--- config.mk ---
export PLATFORM = sky130hd
export DESIGN_NAME = acl_l4_ethertype_matcher
export DESIGN_NICKNAME = d
export VERILOG_FILES = /design/src/hdl/acl_match_pkg.sv /design/src/hdl/acl_l4_ethertype_matcher.sv /design/src/hdl/port_cmp.sv
export VERILOG_INCLUDE_DIRS = /design/src /design/src/hdl
export SDC_FILE = /design/constraint.sdc
export NUM_CORES = 1
export LEC_CHECK = 0
export ABC_CLOCK_PERIOD_IN_PS = 5180
export BUFFER_PORTS_ARGS = -buffer_cell sky130_fd_sc_hd__buf_2
export CAP_MARGIN = 0
export CORE_MARGIN = 3
export CORE_UTILIZATION = 50
export DETAILED_ROUTE_END_ITERATION = 16
export MAX_ROUTING_LAYER = met4
export PLACE_DENSITY = 0.71
export SYNTH_ARGS = -nofsm -noshare
export SYNTH_HDL_FRONTEND = slang
export SYNTH_HIERARCHICAL = 1
export SYNTH_SLANG_ARGS = --single-unit
--- constraint.sdc ---
create_clock -name sys_clk -period 5.18 [get_ports sys_clk]
set_input_delay 0.259 -clock sys_clk [delete_from_list [all_inputs] [get_ports sys_clk]]
set_output_delay 0.259 -clock sys_clk [all_outputs]
set_load 0.02 [all_outputs]
--- src/hdl/acl_match_defs.svh ---
// constants for the access control entry matcher
`ifndef ACL_MATCH_DEFS_SVH
`define ACL_MATCH_DEFS_SVH

`define ADDR_SRC_CTRL     8'h00
`define ADDR_SRC_LO       8'h04
`define ADDR_SRC_HI       8'h08
`define ADDR_DST_CTRL     8'h0C
`define ADDR_DST_LO       8'h10
`define ADDR_DST_HI       8'h14
`define ADDR_FLAGS        8'h18
`define ADDR_ETH_CTRL     8'h1C
`define ADDR_ETH_VALUE    8'h20
`define ADDR_STATUS       8'h24
`define ADDR_HIT_COUNT    8'h28

`define ETH_MIN_TYPE      16'h0600
`define ETH_IPV4          16'h0800
`define ETH_ARP           16'h0806
`define ETH_IPV6          16'h86DD

`define FLAG_FIN          0
`define FLAG_SYN          1
`define FLAG_RST          2
`define FLAG_PSH          3
`define FLAG_ACK          4
`define FLAG_URG          5

`define RST_PORT_MODE     2'h0
`define RST_FLAG_COND     2'h2
`define RST_PORT_HI       16'hFFFF

`endif

--- src/hdl/acl_match_pkg.sv ---
// types for the access control entry matcher
package acl_match_pkg;

	typedef enum logic [1:0] {
		PORT_ANY   = 2'b00,
		PORT_EXACT = 2'b01,
		PORT_RANGE = 2'b10
	} port_mode_t;

	typedef enum logic [1:0] {
		FLAG_CLEAR = 2'b00,
		FLAG_SET   = 2'b01,
		FLAG_ANY   = 2'b10
	} flag_cond_t;

	typedef enum logic [1:0] {
		CLASS_ANY   = 2'b00,
		CLASS_ETYPE = 2'b01,
		CLASS_IP    = 2'b10
	} frame_class_t;

	typedef struct packed {
		logic [15:0] src_port;
		logic [15:0] dst_port;
		logic [15:0] eth_type;
		logic [5:0]  tcp_flags;
		logic        is_tcp;
		logic        is_l4;
	} frame_hdr_t;

	typedef struct packed {
		logic        hit;
		logic        src_ok;
		logic        dst_ok;
		logic        flags_ok;
		logic        eth_ok;
	} match_res_t;

endpackage

--- src/hdl/acl_l4_ethertype_matcher.sv ---
// one access control entry: port, tcp flag and ethertype matching
//
// Functional notes
// source port modes: any, exact, range
// exact source port equals configured value
// source port range match within bounds
// same three destination modes; any ignores
// exact destination port equality match
// destination port within configured bounds
// fin condition: clear, set or any
// syn condition: clear, set or any
// rst condition: clear, set or any
// psh condition: clear, set or any
// ack condition: clear, set or any
// urg condition: clear, set or any
// ethertype only for ethertype class entries
// ethertype filter any or specific value
// specific ethertype limited to 0x600..0xFFFF
// software avoids ipv4, arp, ipv6 codes
// hit needs all criteria at once
// inclusive ranges; flags only for tcp
`timescale 1ns/1ps
`default_nettype none
`include "acl_match_defs.svh"

module acl_l4_ethertype_matcher
	import acl_match_pkg::*;
(
	input  wire logic        sys_clk,
	input  wire logic        reset,
	input  wire logic [7:0]  reg_addr,
	input  wire logic [31:0] reg_wdata,
	input  wire logic        reg_wr,
	input  wire logic        reg_rd,
	output logic      [31:0] reg_rdata_ff,
	input  wire logic        frame_valid,
	input  wire frame_hdr_t  frame_hdr,
	output logic             result_valid_ff,
	output match_res_t       result_ff
);

	// ----------------------------------------------------------------
	// configuration registers
	// ----------------------------------------------------------------
	port_mode_t   src_mode_ff, nxt_src_mode;
	port_mode_t   dst_mode_ff, nxt_dst_mode;
	logic [15:0]  src_lo_ff, nxt_src_lo, src_hi_ff, nxt_src_hi;
	logic [15:0]  dst_lo_ff, nxt_dst_lo, dst_hi_ff, nxt_dst_hi;
	logic [11:0]  flags_ff, nxt_flags;
	frame_class_t class_ff, nxt_class;
	logic         eth_spec_ff, nxt_eth_spec;
	logic [15:0]  eth_val_ff, nxt_eth_val;
	logic         eth_rej_ff, nxt_eth_rej;
	logic [31:0]  hit_cnt_ff, nxt_hit_cnt;
	logic [31:0]  nxt_rdata;

	// a code outside the allowed set is refused, the old value stays
	function automatic logic eth_allowed(input logic [15:0] v);
		eth_allowed = (v >= `ETH_MIN_TYPE) && (v != `ETH_IPV4) &&
			(v != `ETH_ARP) && (v != `ETH_IPV6);
	endfunction

	function automatic port_mode_t to_mode(input logic [1:0] v);
		case (v)
			2'b01:   to_mode = PORT_EXACT;
			2'b10:   to_mode = PORT_RANGE;
			default: to_mode = PORT_ANY;
		endcase
	endfunction

	always_comb begin
		nxt_src_mode = src_mode_ff;
		nxt_dst_mode = dst_mode_ff;
		nxt_src_lo   = src_lo_ff;
		nxt_src_hi   = src_hi_ff;
		nxt_dst_lo   = dst_lo_ff;
		nxt_dst_hi   = dst_hi_ff;
		nxt_flags    = flags_ff;
		nxt_class    = class_ff;
		nxt_eth_spec = eth_spec_ff;
		nxt_eth_val  = eth_val_ff;
		nxt_eth_rej  = eth_rej_ff;
		if (reg_wr) begin
			case (reg_addr)
				`ADDR_SRC_CTRL: nxt_src_mode = to_mode(reg_wdata[1:0]);
				`ADDR_SRC_LO:   nxt_src_lo = reg_wdata[15:0];
				`ADDR_SRC_HI:   nxt_src_hi = reg_wdata[15:0];
				`ADDR_DST_CTRL: nxt_dst_mode = to_mode(reg_wdata[1:0]);
				`ADDR_DST_LO:   nxt_dst_lo = reg_wdata[15:0];
				`ADDR_DST_HI:   nxt_dst_hi = reg_wdata[15:0];
				`ADDR_FLAGS:    nxt_flags = reg_wdata[11:0];
				`ADDR_ETH_CTRL: begin
					nxt_eth_spec = reg_wdata[0];
					case (reg_wdata[5:4])
						2'b01:   nxt_class = CLASS_ETYPE;
						2'b10:   nxt_class = CLASS_IP;
						default: nxt_class = CLASS_ANY;
					endcase
				end
				`ADDR_ETH_VALUE: begin
					if (eth_allowed(reg_wdata[15:0])) begin
						nxt_eth_val = reg_wdata[15:0];
						nxt_eth_rej = 1'b0;
					end else begin
						nxt_eth_rej = 1'b1;
					end
				end
				default: ;
			endcase
		end
	end

	always_ff @(posedge sys_clk) begin
		if (reset) begin
			src_mode_ff <= PORT_ANY;
			dst_mode_ff <= PORT_ANY;
			src_lo_ff   <= 16'h0000;
			src_hi_ff   <= `RST_PORT_HI;
			dst_lo_ff   <= 16'h0000;
			dst_hi_ff   <= `RST_PORT_HI;
			flags_ff    <= {6{`RST_FLAG_COND}};
			class_ff    <= CLASS_ANY;
			eth_spec_ff <= 1'b0;
			eth_val_ff  <= `ETH_MIN_TYPE;
			eth_rej_ff  <= 1'b0;
		end else begin
			src_mode_ff <= nxt_src_mode;
			dst_mode_ff <= nxt_dst_mode;
			src_lo_ff   <= nxt_src_lo;
			src_hi_ff   <= nxt_src_hi;
			dst_lo_ff   <= nxt_dst_lo;
			dst_hi_ff   <= nxt_dst_hi;
			flags_ff    <= nxt_flags;
			class_ff    <= nxt_class;
			eth_spec_ff <= nxt_eth_spec;
			eth_val_ff  <= nxt_eth_val;
			eth_rej_ff  <= nxt_eth_rej;
		end
	end

	// ----------------------------------------------------------------
	// match stage one: per-criterion results, registered
	// ----------------------------------------------------------------
	logic        src_ok_ff, dst_ok_ff;
	logic        flags_ok_ff, nxt_flags_ok;
	logic        eth_ok_ff, nxt_eth_ok;
	logic        stage_ff, nxt_stage;

	port_cmp u_src_cmp (
		.sys_clk (sys_clk),
		.reset   (reset),
		.mode    (src_mode_ff),
		.lo      (src_lo_ff),
		.hi      (src_hi_ff),
		.port    (frame_hdr.src_port),
		.ok_ff   (src_ok_ff)
	);

	port_cmp u_dst_cmp (
		.sys_clk (sys_clk),
		.reset   (reset),
		.mode    (dst_mode_ff),
		.lo      (dst_lo_ff),
		.hi      (dst_hi_ff),
		.port    (frame_hdr.dst_port),
		.ok_ff   (dst_ok_ff)
	);

	function automatic logic flag_ok(input logic [1:0] cond,
			input logic bit_v);
		case (cond)
			FLAG_CLEAR: flag_ok = !bit_v;
			FLAG_SET:   flag_ok = bit_v;
			default:    flag_ok = 1'b1;
		endcase
	endfunction

	always_comb begin
		nxt_flags_ok = 1'b1;
		// non-tcp frames carry no flags, so the conditions do not apply
		if (frame_hdr.is_tcp) begin
			for (int i = 0; i < 6; i++) begin
				if (!flag_ok(flags_ff[2*i +: 2], frame_hdr.tcp_flags[i]))
					nxt_flags_ok = 1'b0;
			end
		end
		nxt_eth_ok = 1'b1;
		if (class_ff == CLASS_ETYPE && eth_spec_ff)
			nxt_eth_ok = (frame_hdr.eth_type == eth_val_ff);
		nxt_stage = frame_valid;
	end

	always_ff @(posedge sys_clk) begin
		if (reset) begin
			flags_ok_ff <= 1'b0;
			eth_ok_ff   <= 1'b0;
			stage_ff    <= 1'b0;
		end else begin
			flags_ok_ff <= nxt_flags_ok;
			eth_ok_ff   <= nxt_eth_ok;
			stage_ff    <= nxt_stage;
		end
	end

	// ----------------------------------------------------------------
	// match stage two: combine into hit, count hits
	// ----------------------------------------------------------------
	logic        nxt_res_valid;
	match_res_t  nxt_result;
	logic        all_ok;

	always_comb begin
		all_ok = src_ok_ff && dst_ok_ff && flags_ok_ff && eth_ok_ff;
		nxt_res_valid = stage_ff;
		nxt_result = result_ff;
		nxt_hit_cnt = hit_cnt_ff;
		if (stage_ff) begin
			nxt_result.hit      = all_ok;
			nxt_result.src_ok   = src_ok_ff;
			nxt_result.dst_ok   = dst_ok_ff;
			nxt_result.flags_ok = flags_ok_ff;
			nxt_result.eth_ok   = eth_ok_ff;
			if (all_ok)
				nxt_hit_cnt = hit_cnt_ff + 32'h0000_0001;
		end
		// a clear in the same cycle as a hit keeps that hit counted
		if (reg_wr && reg_addr == `ADDR_HIT_COUNT)
			nxt_hit_cnt = (stage_ff && all_ok) ? 32'h0000_0001 : 32'h0;
	end

	always_ff @(posedge sys_clk) begin
		if (reset) begin
			result_valid_ff <= 1'b0;
			result_ff       <= '0;
			hit_cnt_ff      <= 32'h0;
		end else begin
			result_valid_ff <= nxt_res_valid;
			result_ff       <= nxt_result;
			hit_cnt_ff      <= nxt_hit_cnt;
		end
	end

	// ----------------------------------------------------------------
	// register read port
	// ----------------------------------------------------------------
	always_comb begin
		nxt_rdata = 32'h0;
		if (reg_rd) begin
			case (reg_addr)
				`ADDR_SRC_CTRL:  nxt_rdata = {30'h0, src_mode_ff};
				`ADDR_SRC_LO:    nxt_rdata = {16'h0, src_lo_ff};
				`ADDR_SRC_HI:    nxt_rdata = {16'h0, src_hi_ff};
				`ADDR_DST_CTRL:  nxt_rdata = {30'h0, dst_mode_ff};
				`ADDR_DST_LO:    nxt_rdata = {16'h0, dst_lo_ff};
				`ADDR_DST_HI:    nxt_rdata = {16'h0, dst_hi_ff};
				`ADDR_FLAGS:     nxt_rdata = {20'h0, flags_ff};
				`ADDR_ETH_CTRL:  nxt_rdata = {26'h0, class_ff, 3'h0,
					eth_spec_ff};
				`ADDR_ETH_VALUE: nxt_rdata = {16'h0, eth_val_ff};
				`ADDR_STATUS:    nxt_rdata = {30'h0, eth_rej_ff,
					result_ff.hit};
				`ADDR_HIT_COUNT: nxt_rdata = hit_cnt_ff;
				default:         nxt_rdata = 32'h0;
			endcase
		end
	end

	always_ff @(posedge sys_clk) begin
		if (reset)
			reg_rdata_ff <= 32'h0;
		else
			reg_rdata_ff <= nxt_rdata;
	end

	// ----------------------------------------------------------------
	// checks
	// ----------------------------------------------------------------
	a_hit_needs_all: assert property (@(posedge sys_clk) disable iff (reset)
		result_valid_ff && result_ff.hit |-> result_ff.src_ok &&
		result_ff.dst_ok && result_ff.flags_ok && result_ff.eth_ok)
		else $error("hit without all criteria");

	a_result_latency: assert property (@(posedge sys_clk) disable iff (reset)
		frame_valid |-> ##2 result_valid_ff)
		else $error("result not two cycles after frame");

	a_src_exact: assert property (@(posedge sys_clk) disable iff (reset)
		frame_valid && src_mode_ff == PORT_EXACT && reg_wr == 1'b0
		|=> src_ok_ff == ($past(frame_hdr.src_port) == src_lo_ff))
		else $error("source exact compare wrong");

	a_dst_range: assert property (@(posedge sys_clk) disable iff (reset)
		frame_valid && dst_mode_ff == PORT_RANGE && !reg_wr
		|=> dst_ok_ff == ($past(frame_hdr.dst_port) >= dst_lo_ff &&
		$past(frame_hdr.dst_port) <= dst_hi_ff))
		else $error("destination range compare wrong");

	a_src_any: assert property (@(posedge sys_clk) disable iff (reset)
		frame_valid && src_mode_ff == PORT_ANY |=> src_ok_ff)
		else $error("source any must pass");

	a_flags_non_tcp: assert property (@(posedge sys_clk) disable iff (reset)
		frame_valid && !frame_hdr.is_tcp |=> flags_ok_ff)
		else $error("flags checked on non tcp frame");

	a_fin_clear: assert property (@(posedge sys_clk) disable iff (reset)
		frame_valid && frame_hdr.is_tcp && frame_hdr.tcp_flags[`FLAG_FIN]
		&& flags_ff[1:0] == FLAG_CLEAR |=> !flags_ok_ff)
		else $error("fin set frame passed clear condition");

	a_eth_class_only: assert property (@(posedge sys_clk) disable iff (reset)
		frame_valid && class_ff != CLASS_ETYPE |=> eth_ok_ff)
		else $error("ethertype applied to other class");

	a_eth_value_legal: assert property (@(posedge sys_clk) disable iff (reset)
		reg_wr && reg_addr == `ADDR_ETH_VALUE && !eth_allowed(reg_wdata[15:0])
		|=> eth_rej_ff && eth_val_ff == $past(eth_val_ff))
		else $error("illegal ethertype accepted");

endmodule

`default_nettype wire

--- src/hdl/port_cmp.sv ---
// port comparator: any, exact value or inclusive range
`timescale 1ns/1ps
`default_nettype none

module port_cmp
	import acl_match_pkg::*;
(
	input  wire logic       sys_clk,
	input  wire logic       reset,
	input  wire port_mode_t mode,
	input  wire logic [15:0] lo,
	input  wire logic [15:0] hi,
	input  wire logic [15:0] port,
	output logic            ok_ff
);

	logic nxt_ok;

	always_comb begin
		case (mode)
			PORT_ANY:   nxt_ok = 1'b1;
			PORT_EXACT: nxt_ok = (port == lo);
			PORT_RANGE: nxt_ok = (port >= lo) && (port <= hi);
			default:    nxt_ok = 1'b0;
		endcase
	end

	always_ff @(posedge sys_clk) begin
		if (reset)
			ok_ff <= 1'b0;
		else
			ok_ff <= nxt_ok;
	end

endmodule

`default_nettype wire

==> flow_summary.yaml, run 1 <==
critical_path:
  r2r-start: "src_hi_ff[14]$_SDFFE_PP1P_"
  cp.arrival_ns: 2.67
  crit_path_top_delay_cell: "sky130_fd_sc_hd__nor4b_4"
  critical_path.endpoint_type: "register"
  worst-r2r-setup-slack_ns: 2.86
  worst_path_dominant_cell_family: "simple AND/OR/NAND/NOR gates"
  worst-endpoint-required_ns: 5.53
  reg2regPathDepth: 7
  crit_path_max_fanout: 14
  path_buf_inv: 1
  timing_worst_setup_path_type: "in2reg"
  cp_slowest_stage_delay_ns: 0.65
  worst_setup_path_start_kind: "primary input"
  worstReg2RegEnd: "u_src_cmp/ok_ff$_SDFF_PP0_"
  timing.critical_path.cells: "buf_2 > nor4b_4 > nand3_2 > a2111o_1 > or4_1 > a21oi_1"
drt:
  via_count: 8795
  viasPerCell: 6.03
  drtAntennaViolNets: 0
  drt_drc_violations_left: 0
  postRouteWirelength_um: 30200
  drt-wirelength-per-cell_um: 20.7
  dr.pass1.iters: 5
  initialDrtViolationCount: 658
clocking:
  cts.root.buffer_cell: "sky130_fd_sc_hd__clkbuf_16"
  post_cts.resized_instances: 0
  cts_buffer_depth: 2
  cts_buffers: 17
  cts_sinks: 175
  htreeDepth: 4
  clk_transition_reported_paths_ns: 0.06
  clock_latency_at_the_later_pin_of_the_worst_skew_pair_ns: 0.44
  tritoncts: "yes"
timing:
  final_critical_delay_including_setup_and_external_delays_ns: 2.32
  layout_worst_path_cycle_share_pct: 44.8
  rsz0062_at_grt: "no"
  max-slew-margin-rel_pct: 19.6
  maxSlewViolCount: 0
  worstMarginPinSlew_ns: 1.21
  clock.fmax_mhz: 431
  finalHoldViolations: 0
  finalSetupViolations: 0
  setup-tns-final_ns: 0
  timing.clock.skew_ns: 0.0137
placed_design:
  place.port_buffers: 121
  detailedPlacementHpwl_um: 22700
  gpl.final_weighted_congestion: 1.01
  total_placed_instance_area_um2: 10300
  placed_cells: 1428
cells_and_area:
  num_antenna_cells: 0
  share_of_final_layout_standard_cells_stronger_than_drive_strength_1_pct: 14.4
  layout-area-overhead-vs-synth_pct: 14.3
  layoutNonFillerInstCount: 1458
  final_net_count: 1385
  layout.filler_cells: 1685
  stdcell_area_um2: 10900
  fin_util_pct: 59.3
synth:
  synth_cells: 1129
  synth.lib_cells_used.distinct: 64
  synthesis.nets: 1295
  synthFlopType: "sky130_fd_sc_hd__dfxtp_1"
  synth-edff-count: 0
  synth.yosys.warnings: 6
  postSynthAreaPerCell_um2: 8.43
  synth_top_area_share_pct: 36.8
  register_bit_count_reported_by_yosys: 175
  seq_area_frac_synth_pct: 36.8
  synth-async-reset-ratio_pct: 0
  netlist.top_cell.by_area: "sky130_fd_sc_hd__dfxtp_1"
  synth.cell_area_um2: 9520
  post_synth_main_area_contributors: "sky130_fd_sc_hd__dfxtp_1 (37%), sky130_fd_sc_hd__ha_1 (8.5%), sky130_fd_sc_hd__mux2i_1 (5.8%), sky130_fd_sc_hd__nand2_1 (5.6%), sky130_fd_sc_hd__a21oi_1 (4.2%)"
status:
  status: "completed"
job:
  cap_viol_max_count: 0
floorplanning:
  die_w_um: 144
  std_cell_rows: 49
  start_util_pct: 51.9
  die-height_um: 144
  floorplan.die_area_um2: 20700
  boundaryPins: 139
  core_um2: 18300
global_route:
  first_global_vias: 8215
  global_route.usage.total_pct: 29.6
  grt_pass1_wl_um: 45600
  gr-total-overflow: 0
  number_of_antenna_violations_at_the_first_check_in_global_routing: 0
  grt_start_max_net_pins: 106
min_path:
  number_of_cells_on_the_worst_hold_path: 2
  min-delay-start: "frame_valid"
  hold_end: "nxt_res_valid$_SDFF_PP0_"
  min_path_type: "in2reg"
power:
  power_density_over_the_cells_nw_per_um2: 271
  vdd_drop_max_v: 0.000240
  power.static_leakage_uw: 0.00470
-- where the power goes --
| group | switching (uW) | internal (uW) |
|---|---|---|
| registers | 5.13 | 1350 |
| logic | 149 | 84.2 |
| clock network | 542 | 816 |
| total | 695 | 2250 |
-- routing by layer --
metal  GRT usage (%)  wire (um)  part of all wire (%)  vias up
met5               -          0                     0        -
met4            10.3       1130                   3.8        0
met3            4.83       2160                   7.1       73
met2            48.1      14300                    47      358
met1            37.5      12600                    42     4180
li1                -          -                     -     4184
-- kinds of logic (layout without fill, tap and decap cells) --
kind of cell | after synthesis | after routing | synth area share (%)
buffers and inverters | 133 | 233 | 5.38
multiplexers | 59 | 59 | 6.26
AO/OA/AOI/OAI | 221 | 221 | 16.1
AND/OR/NAND/NOR | 442 | 442 | 23.8
flip-flops | 175 | 175 | 36.8
adder cells (fa/ha/maj) | 65 | 65 | 8.54
XOR/XNOR | 34 | 34 | 3.13
-- stage by stage --
step	setup WS, ns	hold slack [ns]	power [uW]
final	2.86	0.0342	2950
after global routing	2.67	0.0540	3030
after CTS	2.86	0.0344	2950
after detailed placement	2.47	0.445	1610
after global placement	2.52	0.443	1610
after floorplan	3.07	0.351	1510
-- how the worst max path moves through the flow --
stage                                     from                           to  slack (ns)  depth (start not counted)
finish                             reg_addr[5]  hit_cnt_ff[13]$_SDFFE_PP0P_        2.86                          6
global route        hit_cnt_ff[9]$_SDFFE_PP0P_  hit_cnt_ff[18]$_SDFFE_PP0P_        2.67                          5
CTS                 src_hi_ff[14]$_SDFFE_PP1P_   u_src_cmp/ok_ff$_SDFF_PP0_        2.86                          7
detailed placement                 reg_addr[5]  hit_cnt_ff[14]$_SDFFE_PP0P_        2.47                          6
global placement                   reg_addr[2]  hit_cnt_ff[18]$_SDFFE_PP0P_        2.52                          7
floorplan                          reg_addr[2]  hit_cnt_ff[15]$_SDFFE_PP0P_        3.07                          7
-- final cells by class --
| class | instances | area, um2 | share of cell area [%] |
|---|---|---|---|
| Timing Repair Buffer | 130 | 678 | 6.23 |
| Sequential cell | 175 | 3500 | 32.2 |
| Multi-Input combinational cell | 821 | 5520 | 50.8 |
| Inverter | 74 | 278 | 2.55 |
| Clock buffer | 20 | 447 | 4.11 |
| Clock inverter | 9 | 161 | 1.48 |
| Tap cell | 229 | 287 | 2.63 |
-- sequential cells by signal (all words and copies together) (netlist names), 5 cells and up --
register / flops
reg_rdata_ff: 32
dst_lo_ff: 16
src_hi_ff: 16
result_ff: 5
eth_val_ff: 16
dst_hi_ff: 16
src_lo_ff: 16
hit_cnt_ff: 32
flags_ff: 12
-- Yosys cell counts (all sizes together) (5+ instances only) --
cell type	number
dfxtp	175
nand2	141
nor2	96
a21oi	82
inv	74
ha	65
mux2i	55
clkbuf	50
nand2b	31
nand3	30
and2	22
nand4	21
xor2	21
nand3b	20
or4	19
a211o	18
a22oi	16
o21ai	16
nor4	15
o31ai	14
xnor2	13
nor2b	12
a22o	11
buf	9
a31oi	8
and3	8
nor3	8
o211ai	8
o41ai	6
and4	5
nor4b	5
o2111ai	5
o22a	5
-- cells in the final DEF (no fill, tap or decap), drive strengths merged, types with 11 or more instances in the layout --
master    n
clkbuf   20
xor2     21
a21oi    82
o31ai    14
buf     129
inv      75
xnor2    13
nand3b   20
or4      19
nand4    21
and2     22
a211o    18
a22oi    16
ha       65
a22o     11
nor2     96
nor2b    12
o21ai    16
nand2b   31
dfxtp   175
nor4     15
nand3    30
mux2i    55
nand2   141
-- repair_timing --
item	CTS	global route
buffers inserted	0	0
endpoints found under the hold margin	1	0
hold buffers	1	0
No activity file was read; power rests on OpenSTA's default activity.
==> inputs of run 2 (changes only) <==
ABC_CLOCK_PERIOD_IN_PS = 2200   (was 5180)
clock period = 2.2 ns   (was 5.18 ns; I/O delays follow)
==> run 2 against run 1 <==
- final area rose by 6.0%
- clock power is 120% higher
- sequential share of layout area down 1.7 points
- largest power group unchanged
==> flow_summary.yaml, run 2 (synthesis gave the netlist of run 1 again) <==
power:
  vdd_drop_max_v: 0.000522
  power.static_leakage_uw: 0.00498
  power_density_over_the_cells_nw_per_um2: 594
floorplanning:
  start_util_pct: 51.9
  core_um2: 18300
  std_cell_rows: 49
  die_w_um: 144
  die-height_um: 144
  floorplan.die_area_um2: 20700
  boundaryPins: 139
clocking:
  cts.root.buffer_cell: "sky130_fd_sc_hd__clkbuf_16"
  cts_buffers: 17
  clk_transition_reported_paths_ns: 0.07
  tritoncts: "yes"
  clock_latency_at_the_later_pin_of_the_worst_skew_pair_ns: 0.44
  htreeDepth: 4
  cts_sinks: 175
  cts_buffer_depth: 2
drt:
  via_count: 9116
  drt-wirelength-per-cell_um: 20.6
  initialDrtViolationCount: 997
  viasPerCell: 5.99
  drtAntennaViolNets: 0
  dr.pass1.iters: 8
  postRouteWirelength_um: 31400
  drt_drc_violations_left: 0
timing:
  finalHoldViolations: 0
  final.setup.worst_slack_ns: 0.0215
  clock.fmax_mhz: 459
  layout_worst_path_cycle_share_pct: 99.0
  final_critical_delay_including_setup_and_external_delays_ns: 2.18
  finalSetupViolations: 0
  timing.clock.skew_ns: 0.0124
  maxSlewViolCount: 0
  max-slew-margin-rel_pct: 57.9
  worstMarginPinSlew_ns: 0.626
global_route:
  number_of_antenna_violations_at_the_first_check_in_global_routing: 1
  grt_start_max_net_pins: 126
  first_global_vias: 8566
  global_route.usage.total_pct: 31.0
  gr-total-overflow: 0
  grt_pass1_wl_um: 47700
placed_design:
  gpl.final_weighted_congestion: 1.03
  place.port_buffers: 121
  place_ws_ns: -0.184
  detailedPlacementHpwl_um: 23700
cells_and_area:
  final_net_count: 1447
  largest_regs: "hit_cnt_ff: 32 flops, reg_rdata_ff: 32 flops"
  register_area_um2: 3520
  mostFrequentLayoutCells: "sky130_fd_sc_hd__dfxtp_1 (161), sky130_fd_sc_hd__nand2_1 (141), sky130_fd_sc_hd__buf_2 (120)"
  layout.filler_cells: 1616
  num_antenna_cells: 0
  mostFrequentLayoutCell: "sky130_fd_sc_hd__dfxtp_1"
  layout-area-overhead-vs-synth_pct: 21.1
  multi_input_comb_area_um2: 5670
  share_of_final_layout_standard_cells_stronger_than_drive_strength_1_pct: 20.7
  fin_util_pct: 62.9
critical_path:
  timing_worst_setup_path_type: "reg2reg"
  worst-r2r-setup-slack_ns: 0.02
  critical_path.endpoint_type: "register"
  r2r-start: "dst_hi_ff[14]$_SDFFE_PP1P_"
  crit_path_max_fanout: 3
  setup.worst_path.start: "dst_hi_ff[14]$_SDFFE_PP1P_"
  worst_setup_path_start_kind: "register"
  crit_path_end: "u_dst_cmp/ok_ff$_SDFF_PP0_"
  worst-endpoint-required_ns: 2.48
  reg2regPathDepth: 7
  cp.arrival_ns: 2.46
  worstReg2RegEnd: "u_dst_cmp/ok_ff$_SDFF_PP0_"
status:
  status: "completed"
min_path:
  min_path_type: "in2reg"
job:
  cap_viol_max_count: 0
## run 2: how the worst min path moves through the flow
stage / startpoint / endpoint / slack (ns) / cells past startpoint
detailed placement: frame_hdr[1] / flags_ok_ff$_SDFF_PP0_ / 0.29 / 2
global placement: frame_hdr[1] / flags_ok_ff$_SDFF_PP0_ / 0.29 / 2
global route: reg_wdata[9] / src_lo_ff[9]$_SDFFE_PP0P_ / 0.03 / 3
floorplan: frame_hdr[1] / flags_ok_ff$_SDFF_PP0_ / 0.20 / 1
finish: reg_wdata[1] / src_lo_ff[1]$_SDFFE_PP0P_ / 0.03 / 3
CTS: reg_wdata[5] / src_lo_ff[5]$_SDFFE_PP0P_ / 0.002 / 3
## run 2: critical path, cell delays in order (launching register included)
cell	delay, ns
sky130_fd_sc_hd__dfxtp_4	0.37
sky130_fd_sc_hd__inv_2	0.04
sky130_fd_sc_hd__ha_4	0.22
sky130_fd_sc_hd__a21oi_2	0.16
sky130_fd_sc_hd__nand2_1	0.08
sky130_fd_sc_hd__a221o_1	0.34
sky130_fd_sc_hd__o31a_1	0.27
sky130_fd_sc_hd__o41ai_4	0.54
## run 2: timing repair
action                                 CTS  global route
setup buffers                            0             5
pin swaps                                1            15
hold buffers                             5             0
resized for setup                        2            30
setup endpoints to repair                2             2
endpoints found under the hold margin    5             0
## run 2: area by class of cell
class / count / area share [%]
clock buffer: 22 / 4.20
clock inverter: 10 / 0.879
inverter: 74 / 2.41
multi-input combinational: 821 / 49.1
sequential: 175 / 30.6
tap: 229 / 2.48
timing repair buffer: 192 / 10.3
## run 2: per-layer routing
metal  global-route usage, %  part of all wire (%)
met1                    39.7                    42
met2                    48.5                    46
met3                    3.77                   6.8
met4                    15.1                   5.1
met5                       -                     0
## run 2: where the power goes
part	switching [uW]	internal (uW)	total, uW
logic	376	240	616
clock network	1340	1700	3040
registers	9.60	3180	3190
total	1730	5120	6840
## run 2: stage by stage
stage               hold slack (ns)  setup TNS, ns  cells  total power [uW]  instance area [um2]
finish                       0.0274              0   1523              6840                11500
global route                 0.0257        -0.0416   1523              7040                11500
CTS                         0.00243              0   1518              6850                11400
detailed placement            0.291         -0.246   1481              3840                10700
global placement              0.288         -0.244   1481              3830                10700
floorplan                     0.202              0   1129              3560                 9520
